## src/oximetry_setup_defs.vh

```
// Constants for the oximetry setup sequencer
`ifndef OXIMETRY_SETUP_DEFS_VH
`define OXIMETRY_SETUP_DEFS_VH

// ==========================================
// Timing
`define CLK_PERIOD_NS         10
`define I2C_QUARTER_NS        2500
`define I2C_QUARTER_CYC       ((`I2C_QUARTER_NS + `CLK_PERIOD_NS - 1) / `CLK_PERIOD_NS)
// Last count of a quarter: 250 cycles, counted 0 to 249
`define I2C_QUARTER_LAST      8'hf9

// ==========================================
// Own register map, word index on avs_address
`define AVS_CTRL              2'h0
`define AVS_STATUS            2'h1
`define AVS_TARGET            2'h2
`define CTRL_GO_BIT           0
`define CTRL_CLEAR_BIT        1
`define STAT_BUSY_BIT         0
`define STAT_DONE_BIT         1
`define STAT_NACK_BIT         2
`define TARGET_RESET          7'h2a

// ==========================================
// Sequence length
`define SEQ_LAST              5'h1b

// ==========================================
// Device register offsets
`define REG_INT_PIN_CTL       8'h02
`define REG_OPERATING_MODE    8'h10
`define REG_SLOT_FIFO_EN      8'h11
`define REG_SAMPLE_RATE       8'h12
`define REG_DET_EMIT_ROUTE    8'h14
`define REG_SAMPLE_AVG        8'h15
`define REG_A_CH1_OFFSET      8'h18
`define REG_A_CH2_OFFSET      8'h19
`define REG_A_CH3_OFFSET      8'h1a
`define REG_A_CH4_OFFSET      8'h1b
`define REG_B_CH1_OFFSET      8'h1e
`define REG_B_CH2_OFFSET      8'h1f
`define REG_B_CH3_OFFSET      8'h20
`define REG_B_CH4_OFFSET      8'h21
`define REG_RED_COARSE        8'h23
`define REG_IR_COARSE         8'h24
`define REG_EMIT_FINE         8'h25
`define REG_A_PULSE_SHAPE     8'h30
`define REG_A_PULSE_TRAIN     8'h31
`define REG_B_PULSE_SHAPE     8'h35
`define REG_B_PULSE_TRAIN     8'h36
`define REG_A_FE_TIMING       8'h39
`define REG_B_FE_TIMING       8'h3b
`define REG_A_GAIN_FILTER     8'h42
`define REG_B_GAIN_FILTER     8'h44
`define REG_CONV_CLK_TIMING   8'h4e

// ==========================================
// Values written
`define VAL_MODE_PROGRAM      16'h0001
`define VAL_MODE_RUN          16'h0002
`define VAL_INT_PIN           16'h0001
`define VAL_SLOT_FIFO         16'h30a9
`define VAL_RATE_800HZ        16'h000a
`define VAL_ROUTE             16'h0116
`define VAL_AVG_8             16'h0330
`define VAL_OFFSET_UNUSED     16'h3fff
`define VAL_OFFSET_HALF       16'h1ff0
`define VAL_RED_COARSE        16'h3005
`define VAL_IR_COARSE         16'h3007
`define VAL_EMIT_FINE         16'h0207
`define VAL_PULSE_SHAPE       16'h0319
`define VAL_PULSE_TRAIN       16'h0813
`define VAL_FE_TIMING         16'h21f3
`define VAL_GAIN_FILTER       16'h1c36
`define VAL_CONV_CLK          16'h0040

`endif

```

## src/oximetry_setup_sequencer.v

```verilog
// Host sequencer writing the oximetry setup over I2C
// ==========================================
// Overview of operation
// - Program mode written before any other
// - Run mode written after all configuration
// - Interrupt pin enabled, active low
// - Slots sample, drop when full, 32-bit
// - Sample rate set to 800 Hz
// - All photodiodes to channels 3, 4
// - Eight samples averaged per slot
// - Red 100 mA, infrared 130 mA
// - Fine emitter timing 593.75 ns both
// - Pulse offset 25 us, width 3 us
// - Eight pulses every 19 us
// - Front-end fine, coarse offset and window
// - Gain, filter, reference and integrator set
// - Converter clock runs only during conversion
`include "oximetry_setup_defs.vh"
`timescale 1ns/1ps
`default_nettype none

module oximetry_setup_sequencer (
	input  wire        sys_clk,
	input  wire        rst,
	input  wire [1:0]  avs_address,
	input  wire        avs_read,
	input  wire        avs_write,
	input  wire [31:0] avs_writedata,
	input  wire [3:0]  avs_byteenable,
	output reg  [31:0] avs_readdata,
	output reg         avs_waitrequest,
	input  wire        scl_in,
	output reg         scl_out,
	output reg         scl_oe,
	input  wire        sda_in,
	output reg         sda_out,
	output reg         sda_oe
);

	// ==========================================
	// States and constants
	localparam [3:0] ST_IDLE  = 4'h1;
	localparam [3:0] ST_START = 4'h2;
	localparam [3:0] ST_BYTE  = 4'h4;
	localparam [3:0] ST_STOP  = 4'h8;
	localparam [7:0] QLAST    = `I2C_QUARTER_LAST;

	reg  [3:0]  state;
	reg  [1:0]  phase;
	reg  [7:0]  qcnt;
	reg  [4:0]  step;
	reg  [1:0]  byte_idx;
	reg  [3:0]  bit_idx;
	reg  [7:0]  shift;
	reg         ack_bit;
	reg         err_pending;
	reg         done;
	reg         nack;
	reg  [6:0]  target;
	reg         next_scl_oe;
	reg         next_sda_oe;
	wire        busy;
	wire        stretch;
	wire        tick;
	wire        wr_commit;
	wire        go_req;
	wire        clr_req;
	wire        bus_req;
	wire        target_wr;
	wire [31:0] status_word;

	// ==========================================
	// Setup table
	// untouched registers left alone
	// fixed order, one entry per write
	function [23:0] setup_entry;
		input [4:0] idx;
		begin
			case (idx)
				5'h00: setup_entry = {`REG_OPERATING_MODE, `VAL_MODE_PROGRAM};
				5'h01: setup_entry = {`REG_INT_PIN_CTL, `VAL_INT_PIN};
				5'h02: setup_entry = {`REG_SLOT_FIFO_EN, `VAL_SLOT_FIFO};
				5'h03: setup_entry = {`REG_SAMPLE_RATE, `VAL_RATE_800HZ};
				5'h04: setup_entry = {`REG_DET_EMIT_ROUTE, `VAL_ROUTE};
				5'h05: setup_entry = {`REG_SAMPLE_AVG, `VAL_AVG_8};
				5'h06: setup_entry = {`REG_A_CH1_OFFSET, `VAL_OFFSET_UNUSED};
				5'h07: setup_entry = {`REG_A_CH2_OFFSET, `VAL_OFFSET_UNUSED};
				5'h08: setup_entry = {`REG_A_CH3_OFFSET, `VAL_OFFSET_HALF};
				5'h09: setup_entry = {`REG_A_CH4_OFFSET, `VAL_OFFSET_HALF};
				5'h0a: setup_entry = {`REG_B_CH1_OFFSET, `VAL_OFFSET_UNUSED};
				5'h0b: setup_entry = {`REG_B_CH2_OFFSET, `VAL_OFFSET_UNUSED};
				5'h0c: setup_entry = {`REG_B_CH3_OFFSET, `VAL_OFFSET_HALF};
				5'h0d: setup_entry = {`REG_B_CH4_OFFSET, `VAL_OFFSET_HALF};
				5'h0e: setup_entry = {`REG_RED_COARSE, `VAL_RED_COARSE};
				5'h0f: setup_entry = {`REG_IR_COARSE, `VAL_IR_COARSE};
				5'h10: setup_entry = {`REG_EMIT_FINE, `VAL_EMIT_FINE};
				5'h11: setup_entry = {`REG_A_PULSE_SHAPE, `VAL_PULSE_SHAPE};
				5'h12: setup_entry = {`REG_A_PULSE_TRAIN, `VAL_PULSE_TRAIN};
				5'h13: setup_entry = {`REG_B_PULSE_SHAPE, `VAL_PULSE_SHAPE};
				5'h14: setup_entry = {`REG_B_PULSE_TRAIN, `VAL_PULSE_TRAIN};
				5'h15: setup_entry = {`REG_A_FE_TIMING, `VAL_FE_TIMING};
				5'h16: setup_entry = {`REG_B_FE_TIMING, `VAL_FE_TIMING};
				5'h17: setup_entry = {`REG_A_GAIN_FILTER, `VAL_GAIN_FILTER};
				5'h18: setup_entry = {`REG_B_GAIN_FILTER, `VAL_GAIN_FILTER};
				5'h19: setup_entry = {`REG_CONV_CLK_TIMING, `VAL_CONV_CLK};
				5'h1a: setup_entry = {`REG_OPERATING_MODE, `VAL_MODE_RUN};
				default: setup_entry = {`REG_OPERATING_MODE, `VAL_MODE_RUN};
			endcase
		end
	endfunction

	// Byte order on the wire: address, register, data high, data low
	function [7:0] frame_byte;
		input [1:0] which;
		input [4:0] idx;
		input [6:0] dev;
		reg   [23:0] e;
		begin
			e = setup_entry(idx);
			case (which)
				2'h0:    frame_byte = {dev, 1'b0};
				2'h1:    frame_byte = e[23:16];
				2'h2:    frame_byte = e[15:8];
				default: frame_byte = e[7:0];
			endcase
		end
	endfunction

	// ==========================================
	// Avalon slave
	// One wait state: answer registered, read data stands at release
	assign wr_commit = avs_write & ~avs_waitrequest;
	assign go_req    = wr_commit & (avs_address == `AVS_CTRL) & avs_byteenable[0]
	                   & avs_writedata[`CTRL_GO_BIT];
	assign clr_req   = wr_commit & (avs_address == `AVS_CTRL) & avs_byteenable[0]
	                   & avs_writedata[`CTRL_CLEAR_BIT];
	assign busy      = (state != ST_IDLE);

	// ==========================================
	// Status and target words
	// Lane 0 carries flags and target, lane 1 the status step; writes use lane 0 only
	assign bus_req     = (avs_read | avs_write) & avs_waitrequest;
	assign target_wr   = wr_commit & (avs_address == `AVS_TARGET) & avs_byteenable[0] & ~busy;
	assign status_word = {19'h00000, step, 5'h00, nack, done, busy};

	always @(posedge sys_clk) begin
		if (rst) begin
			avs_waitrequest <= 1'b1;
			avs_readdata    <= 32'h00000000;
		end else if (bus_req) begin
			avs_waitrequest <= 1'b0;
			avs_readdata    <= 32'h00000000;
			if (avs_read) begin
				case (avs_address)
					`AVS_STATUS: avs_readdata <= status_word;
					`AVS_TARGET: avs_readdata <= {25'h0000000, target};
					default:     avs_readdata <= 32'h00000000;
				endcase
			end
		end else begin
			avs_waitrequest <= 1'b1;
		end
	end

	always @(posedge sys_clk) begin
		if (rst) begin
			target <= `TARGET_RESET;
		end else if (target_wr) begin
			// Address frozen while a sequence runs
			target <= avs_writedata[6:0];
		end
	end

	// ==========================================
	// Line drive
	// Open drain: only ever pulls low, so outputs stay 0
	always @* begin
		next_scl_oe = 1'b0;
		next_sda_oe = 1'b0;
		case (state)
			ST_START: begin
				next_scl_oe = phase[1];
				next_sda_oe = (phase != 2'h0);
			end
			ST_BYTE: begin
				next_scl_oe = (phase == 2'h0) | (phase == 2'h3);
				next_sda_oe = (bit_idx != 4'h8) & ~shift[7];
			end
			ST_STOP: begin
				next_scl_oe = (phase == 2'h0);
				next_sda_oe = ~phase[1];
			end
			default: begin
				next_scl_oe = 1'b0;
				next_sda_oe = 1'b0;
			end
		endcase
	end

	// Clock held low by the device pauses the quarter timer
	assign stretch = ~scl_oe & ~scl_in;
	assign tick    = ~stretch & (qcnt == QLAST);

	always @(posedge sys_clk) begin
		if (rst) begin
			scl_out <= 1'b0;
			scl_oe  <= 1'b0;
			sda_out <= 1'b0;
			sda_oe  <= 1'b0;
		end else begin
			scl_out <= 1'b0;
			scl_oe  <= next_scl_oe;
			sda_out <= 1'b0;
			sda_oe  <= next_sda_oe;
		end
	end

	// ==========================================
	// Quarter timer
	// Stalls while the device stretches the clock
	always @(posedge sys_clk) begin
		if (rst) begin
			phase <= 2'h0;
			qcnt  <= 8'h00;
		end else if (state == ST_IDLE) begin
			phase <= 2'h0;
			qcnt  <= 8'h00;
		end else if (!stretch) begin
			if (tick) begin
				phase <= phase + 2'h1;
				qcnt  <= 8'h00;
			end else begin
				qcnt <= qcnt + 8'h01;
			end
		end
	end

	// ==========================================
	// Sequencer
	always @(posedge sys_clk) begin
		if (rst) begin
			state       <= ST_IDLE;
			step        <= 5'h00;
			byte_idx    <= 2'h0;
			bit_idx     <= 4'h0;
			shift       <= 8'h00;
			ack_bit     <= 1'b0;
			err_pending <= 1'b0;
			done        <= 1'b0;
			nack        <= 1'b0;
		end else begin
			// Later sets below win over this clear
			if (clr_req) begin
				done <= 1'b0;
				nack <= 1'b0;
			end
			case (state)
				ST_IDLE: begin
					// GO counts only while idle
					if (go_req) begin
						step        <= 5'h00;
						err_pending <= 1'b0;
						done        <= 1'b0;
						nack        <= 1'b0;
						state       <= ST_START;
					end
				end
				ST_START: begin
					if (tick && phase == 2'h3) begin
						byte_idx <= 2'h0;
						bit_idx  <= 4'h0;
						shift    <= frame_byte(2'h0, step, target);
						state    <= ST_BYTE;
					end
				end
				ST_BYTE: begin
					// Acknowledge taken late in the high phase
					if (tick && phase == 2'h2) begin
						ack_bit <= sda_in;
					end
					if (tick && phase == 2'h3) begin
						if (bit_idx != 4'h8) begin
							bit_idx <= bit_idx + 4'h1;
							shift   <= {shift[6:0], 1'b1};
						end else if (ack_bit) begin
							// Abandon the sequence on a refused byte
							err_pending <= 1'b1;
							state       <= ST_STOP;
						end else if (byte_idx == 2'h3) begin
							state <= ST_STOP;
						end else begin
							byte_idx <= byte_idx + 2'h1;
							bit_idx  <= 4'h0;
							shift    <= frame_byte(byte_idx + 2'h1, step, target);
						end
					end
				end
				ST_STOP: begin
					if (tick && phase == 2'h3) begin
						if (err_pending) begin
							nack  <= 1'b1;
							state <= ST_IDLE;
						end else if (step == `SEQ_LAST) begin
							done  <= 1'b1;
							state <= ST_IDLE;
						end else begin
							step  <= step + 5'h01;
							state <= ST_START;
						end
					end
				end
				default: begin
					state <= ST_IDLE;
				end
			endcase
		end
	end

endmodule

`default_nettype wire

```

## config.mk

```make
export PLATFORM = sky130hd
export DESIGN_NAME = oximetry_setup_sequencer
export DESIGN_NICKNAME = d
export VERILOG_FILES = /design/src/oximetry_setup_sequencer.v
export VERILOG_INCLUDE_DIRS = /design/src
export SDC_FILE = /design/constraint.sdc
export NUM_CORES = 1
export LEC_CHECK = 0
export ABC_AREA = 1
export BUFFER_PORTS_ARGS = -buffer_cell sky130_fd_sc_hd__buf_2
export CAP_MARGIN = 30
export CORE_ASPECT_RATIO = 0.6
export CORE_MARGIN = 1
export CORE_UTILIZATION = 55
export CTS_BUF_LIST = sky130_fd_sc_hd__clkbuf_4 sky130_fd_sc_hd__clkbuf_8 sky130_fd_sc_hd__clkbuf_16
export CTS_CLUSTER_SIZE = 20
export DETAILED_ROUTE_END_ITERATION = 8
export GPL_ROUTABILITY_DRIVEN = 0
export PLACE_DENSITY_LB_ADDON = 0.2
export SYNTH_ARGS = -nofsm -noshare
export SYNTH_HDL_FRONTEND = slang
export SYNTH_SLANG_ARGS = --single-unit
```

## constraint.sdc

```tcl
create_clock -name sys_clk -period 2.8 [get_ports sys_clk]
set_input_delay 0.42 -clock sys_clk [delete_from_list [all_inputs] [get_ports sys_clk]]
set_output_delay 0.42 -clock sys_clk [all_outputs]
set_load 0.02 [all_outputs]
```

==> flow_metrics.tcl <==
set metrics [dict create \
    clock_sinks 80 \
    synth_edf_count 0 \
    synth.avg_cell_area_um2 7.20 \
    die_h_um 72.3 \
    synth.cell_area_um2 4530 \
    leakage_nw 2.37 \
    worstSetupPathType "flop to flop" \
    cts_tree "built" \
    setup_slack_ns 0.210 \
    clk_root_buffer_cell "clkbuf_16" \
    rsz0062_at_grt "false" \
    relSlewSlack 0.635 \
    via_count 4216 \
    postRouteAntennaNets 0 \
    vias_per_cell 5.38 \
    worst_slew_pin_slew_ns 0.547 \
    yosys_warnings 0 \
    place.port_buffers 30 \
    die_w_um 119 \
    cp.required_ns 3.03 \
    critPathBufInv 1 \
    final_util 0.643 \
    drive_gt1_frac 0.154 \
    ys.flop_type "dfxtp_1" \
    ys_seq_elements 80 \
    antenna_found_initial 1 \
    clock.fmax_ghz 0.386 \
    outcome "finished, final reports clean" \
    r2r-start "qcnt[0]$_SDFFE_PP0N_" \
    async_reset_ff_frac 0 \
    finalCriticalPeriod_ns 2.59 \
    htreeDepth 3 \
    fin_skew_ns 0.00612 \
    boundaryPins 81 \
    die_area_um2 8610 \
    ir_drop_mv 0.391 \
    start_util 0.572 \
    hp-class "primary input to flop" \
    worst_hold_startpoint "avs_writedata[5]" \
    whs_path_depth 3 \
    cts.clk_slew.worst_paths_ns 0.06 \
    maxSlewViolCount 0 \
    hold_viol 0 \
    drt-initial-drc-count 524 \
    crit_path_start_kind "flop" \
    finalNetCount 737 \
    crit_fanout 8 \
    tns_ns 0 \
    cts-buffers-inserted 9 \
    p_per_area_nw_per_um2 733 \
    r2r_setup_slack_ns 0.21 \
    ys_seq_area_frac 0.354 \
    syn_to_final_growth_pct 12.4 \
    setup_viol 0 \
    wire_per_inst_um 14.5 \
    cp_common_cell "nand2_1" \
    cp_slowest_cell "dfxtp_1" \
    synthCells 629 \
    wirelength_um 11300 \
    yosysUniqueCellTypes 45 \
    crit_family "simple AND/OR/NAND/NOR gates" \
    cp-end-kind "flop" \
    hold_end "target[5]$_SDFFE_PP1P_" \
    reg2reg_depth 13 \
    clock_path_buffers 2 \
    design.core.area_um2 7910 \
    dp_slack_ns 0.0684 \
    crit_chain "ha_1 -> nand2_1 -> nor2_2 -> nand4_4 -> nand2_4 -> buf_4 -> nand4_1 -> nand2_1 -> nand2_4 -> ha_1 -> or2_2 -> nand4_1 -> nand2_1" \
    rows 25 \
    grt_pass1_vias 3749 \
    grt-ovfl-total 0 \
    grt_pass1_wl_um 18200 \
    drc_errors 0 \
    arrival_ns 2.82 \
    fin_crit_sh 0.925 \
    hpwl_um 8570 \
    grt_usage 0.276 \
    grt_max_degree 24 \
    clk_latency_ns 0.34 \
    n_antenna_cell 0 \
    drv_cap 0 \
    slowest_delay_ns 0.40 \
    first_pass_iters 5 \
]
## synthesized netlist by cell type, types with 5 or more instances
cell / count / share of area
nand2_2: 9 / 0.012
o211ai_1: 12 / 0.020
dfxtp_1: 80 / 0.35
nor2_2: 5 / 0.0069
nand2_1: 153 / 0.13
ha_1: 23 / 0.064
a21oi_1: 44 / 0.049
inv_1: 80 / 0.066
nand4_1: 15 / 0.021
nand3_1: 49 / 0.054
nand3_2: 9 / 0.020
o21ai_0: 26 / 0.029
o221ai_1: 6 / 0.012
nor2_1: 32 / 0.027
nor3_1: 7 / 0.0077
clkbuf_1: 6 / 0.0050
buf_4: 24 / 0.040
## worst max-delay path by stage
stage	from	endpoint	slack, ns	depth (start not counted)
2_1_floorplan	qcnt[0]$_SDFFE_PP0N_	flop	0.54	13
3_3_place_gp	avs_address[0]	flop	0.16	13
3_5_place_dp	avs_address[0]	flop	0.07	17
4_1_cts	qcnt[0]$_SDFFE_PP0N_	flop	0.15	17
5_1_grt	qcnt[0]$_SDFFE_PP0N_	flop	0.006	17
6_report	qcnt[0]$_SDFFE_PP0N_	flop	0.21	13
## metal layers
layer	wire [µm]	share of wire	GRT usage
met4	173	0.015	0.0830
met2	4690	0.41	0.405
met3	926	0.082	0.0676
met5	0	0	0
met1	5530	0.49	0.399
## layout make-up
class	instances	area, µm²
Inverter	84	318
Clock buffer	9	225
Sequential cell	80	1600
Multi-Input combinational cell	449	2440
Clock inverter	7	101
Tap cell	108	135
Fill cell	688	2820
Timing Repair Buffer	46	270
## cells in the final DEF (no fill, tap or decap), types with 5 or more instances in the layout
| cell type | Yosys | layout |
|---|---|---|
| nand2_1 | 153 | 152 |
| dfxtp_1 | 80 | 80 |
| inv_1 | 80 | 80 |
| nand3_1 | 49 | 49 |
| o221ai_1 | 6 | 6 |
| a21oi_1 | 44 | 44 |
| nor2_1 | 32 | 32 |
| clkbuf_16 | 0 | 9 |
| nand2_2 | 9 | 9 |
| nand2_4 | 4 | 5 |
| o211ai_1 | 12 | 12 |
| buf_2 | 3 | 30 |
| nand4_1 | 15 | 15 |
| o21ai_0 | 26 | 26 |
| nor2_2 | 5 | 5 |
| nor3_1 | 7 | 7 |
| ha_1 | 23 | 23 |
| conb_1 | 1 | 22 |
| nand3_2 | 9 | 9 |
| buf_4 | 24 | 16 |
## cell families after synthesis
kind of cell / Yosys count / synth area share
xor+xnor: 1 / 0.00194
flops: 80 / 0.354
fa+ha+maj: 23 / 0.0636
buf+inv: 121 / 0.127
simple gates: 297 / 0.316
compound gates: 106 / 0.137
other cells: 1 / 0.000828
## per-stage QoR
step / hold WS (ns) / area (µm²) / std cells / total power (W)
3_5_place_dp: 0.442 / 4740 / 765 / 0.00244
4_1_cts: 0.288 / 5070 / 781 / 0.00372
2_1_floorplan: 0.429 / 4610 / 650 / 0.00220
6_report: 0.295 / 5090 / 783 / 0.00373
5_1_grt: 0.299 / 5090 / 783 / 0.00394
3_3_place_gp: 0.436 / 4740 / 765 / 0.00241
## report_power, final
group	leakage, nW	internal [W]	switching (W)
registers	0.648	0.00125	0.0000809
logic	1.56	0.000334	0.000787
clock network	0.158	0.000791	0.000481
total	2.37	0.00238	0.00135
## worst register-to-register path, cell delays in order, from the launching register on
cell     delay, ns
dfxtp_1       0.40
ha_1          0.18
nand2_1       0.06
nor2_2        0.18
nand4_4       0.19
nand2_4       0.14
buf_4         0.14
nand4_1       0.08
nand2_1       0.16
nand2_4       0.11
ha_1          0.35
or2_2         0.32
nand4_1       0.10
nand2_1       0.07
## timing repair
action / 4_1_cts / 5_1_grt
hold buffers: 0 / 0
gates resized for setup: 0 / 2
endpoints found under the setup margin: 0 / 12
setup buffers: 0 / 2
No activity file was read; power rests on OpenSTA's default activity.
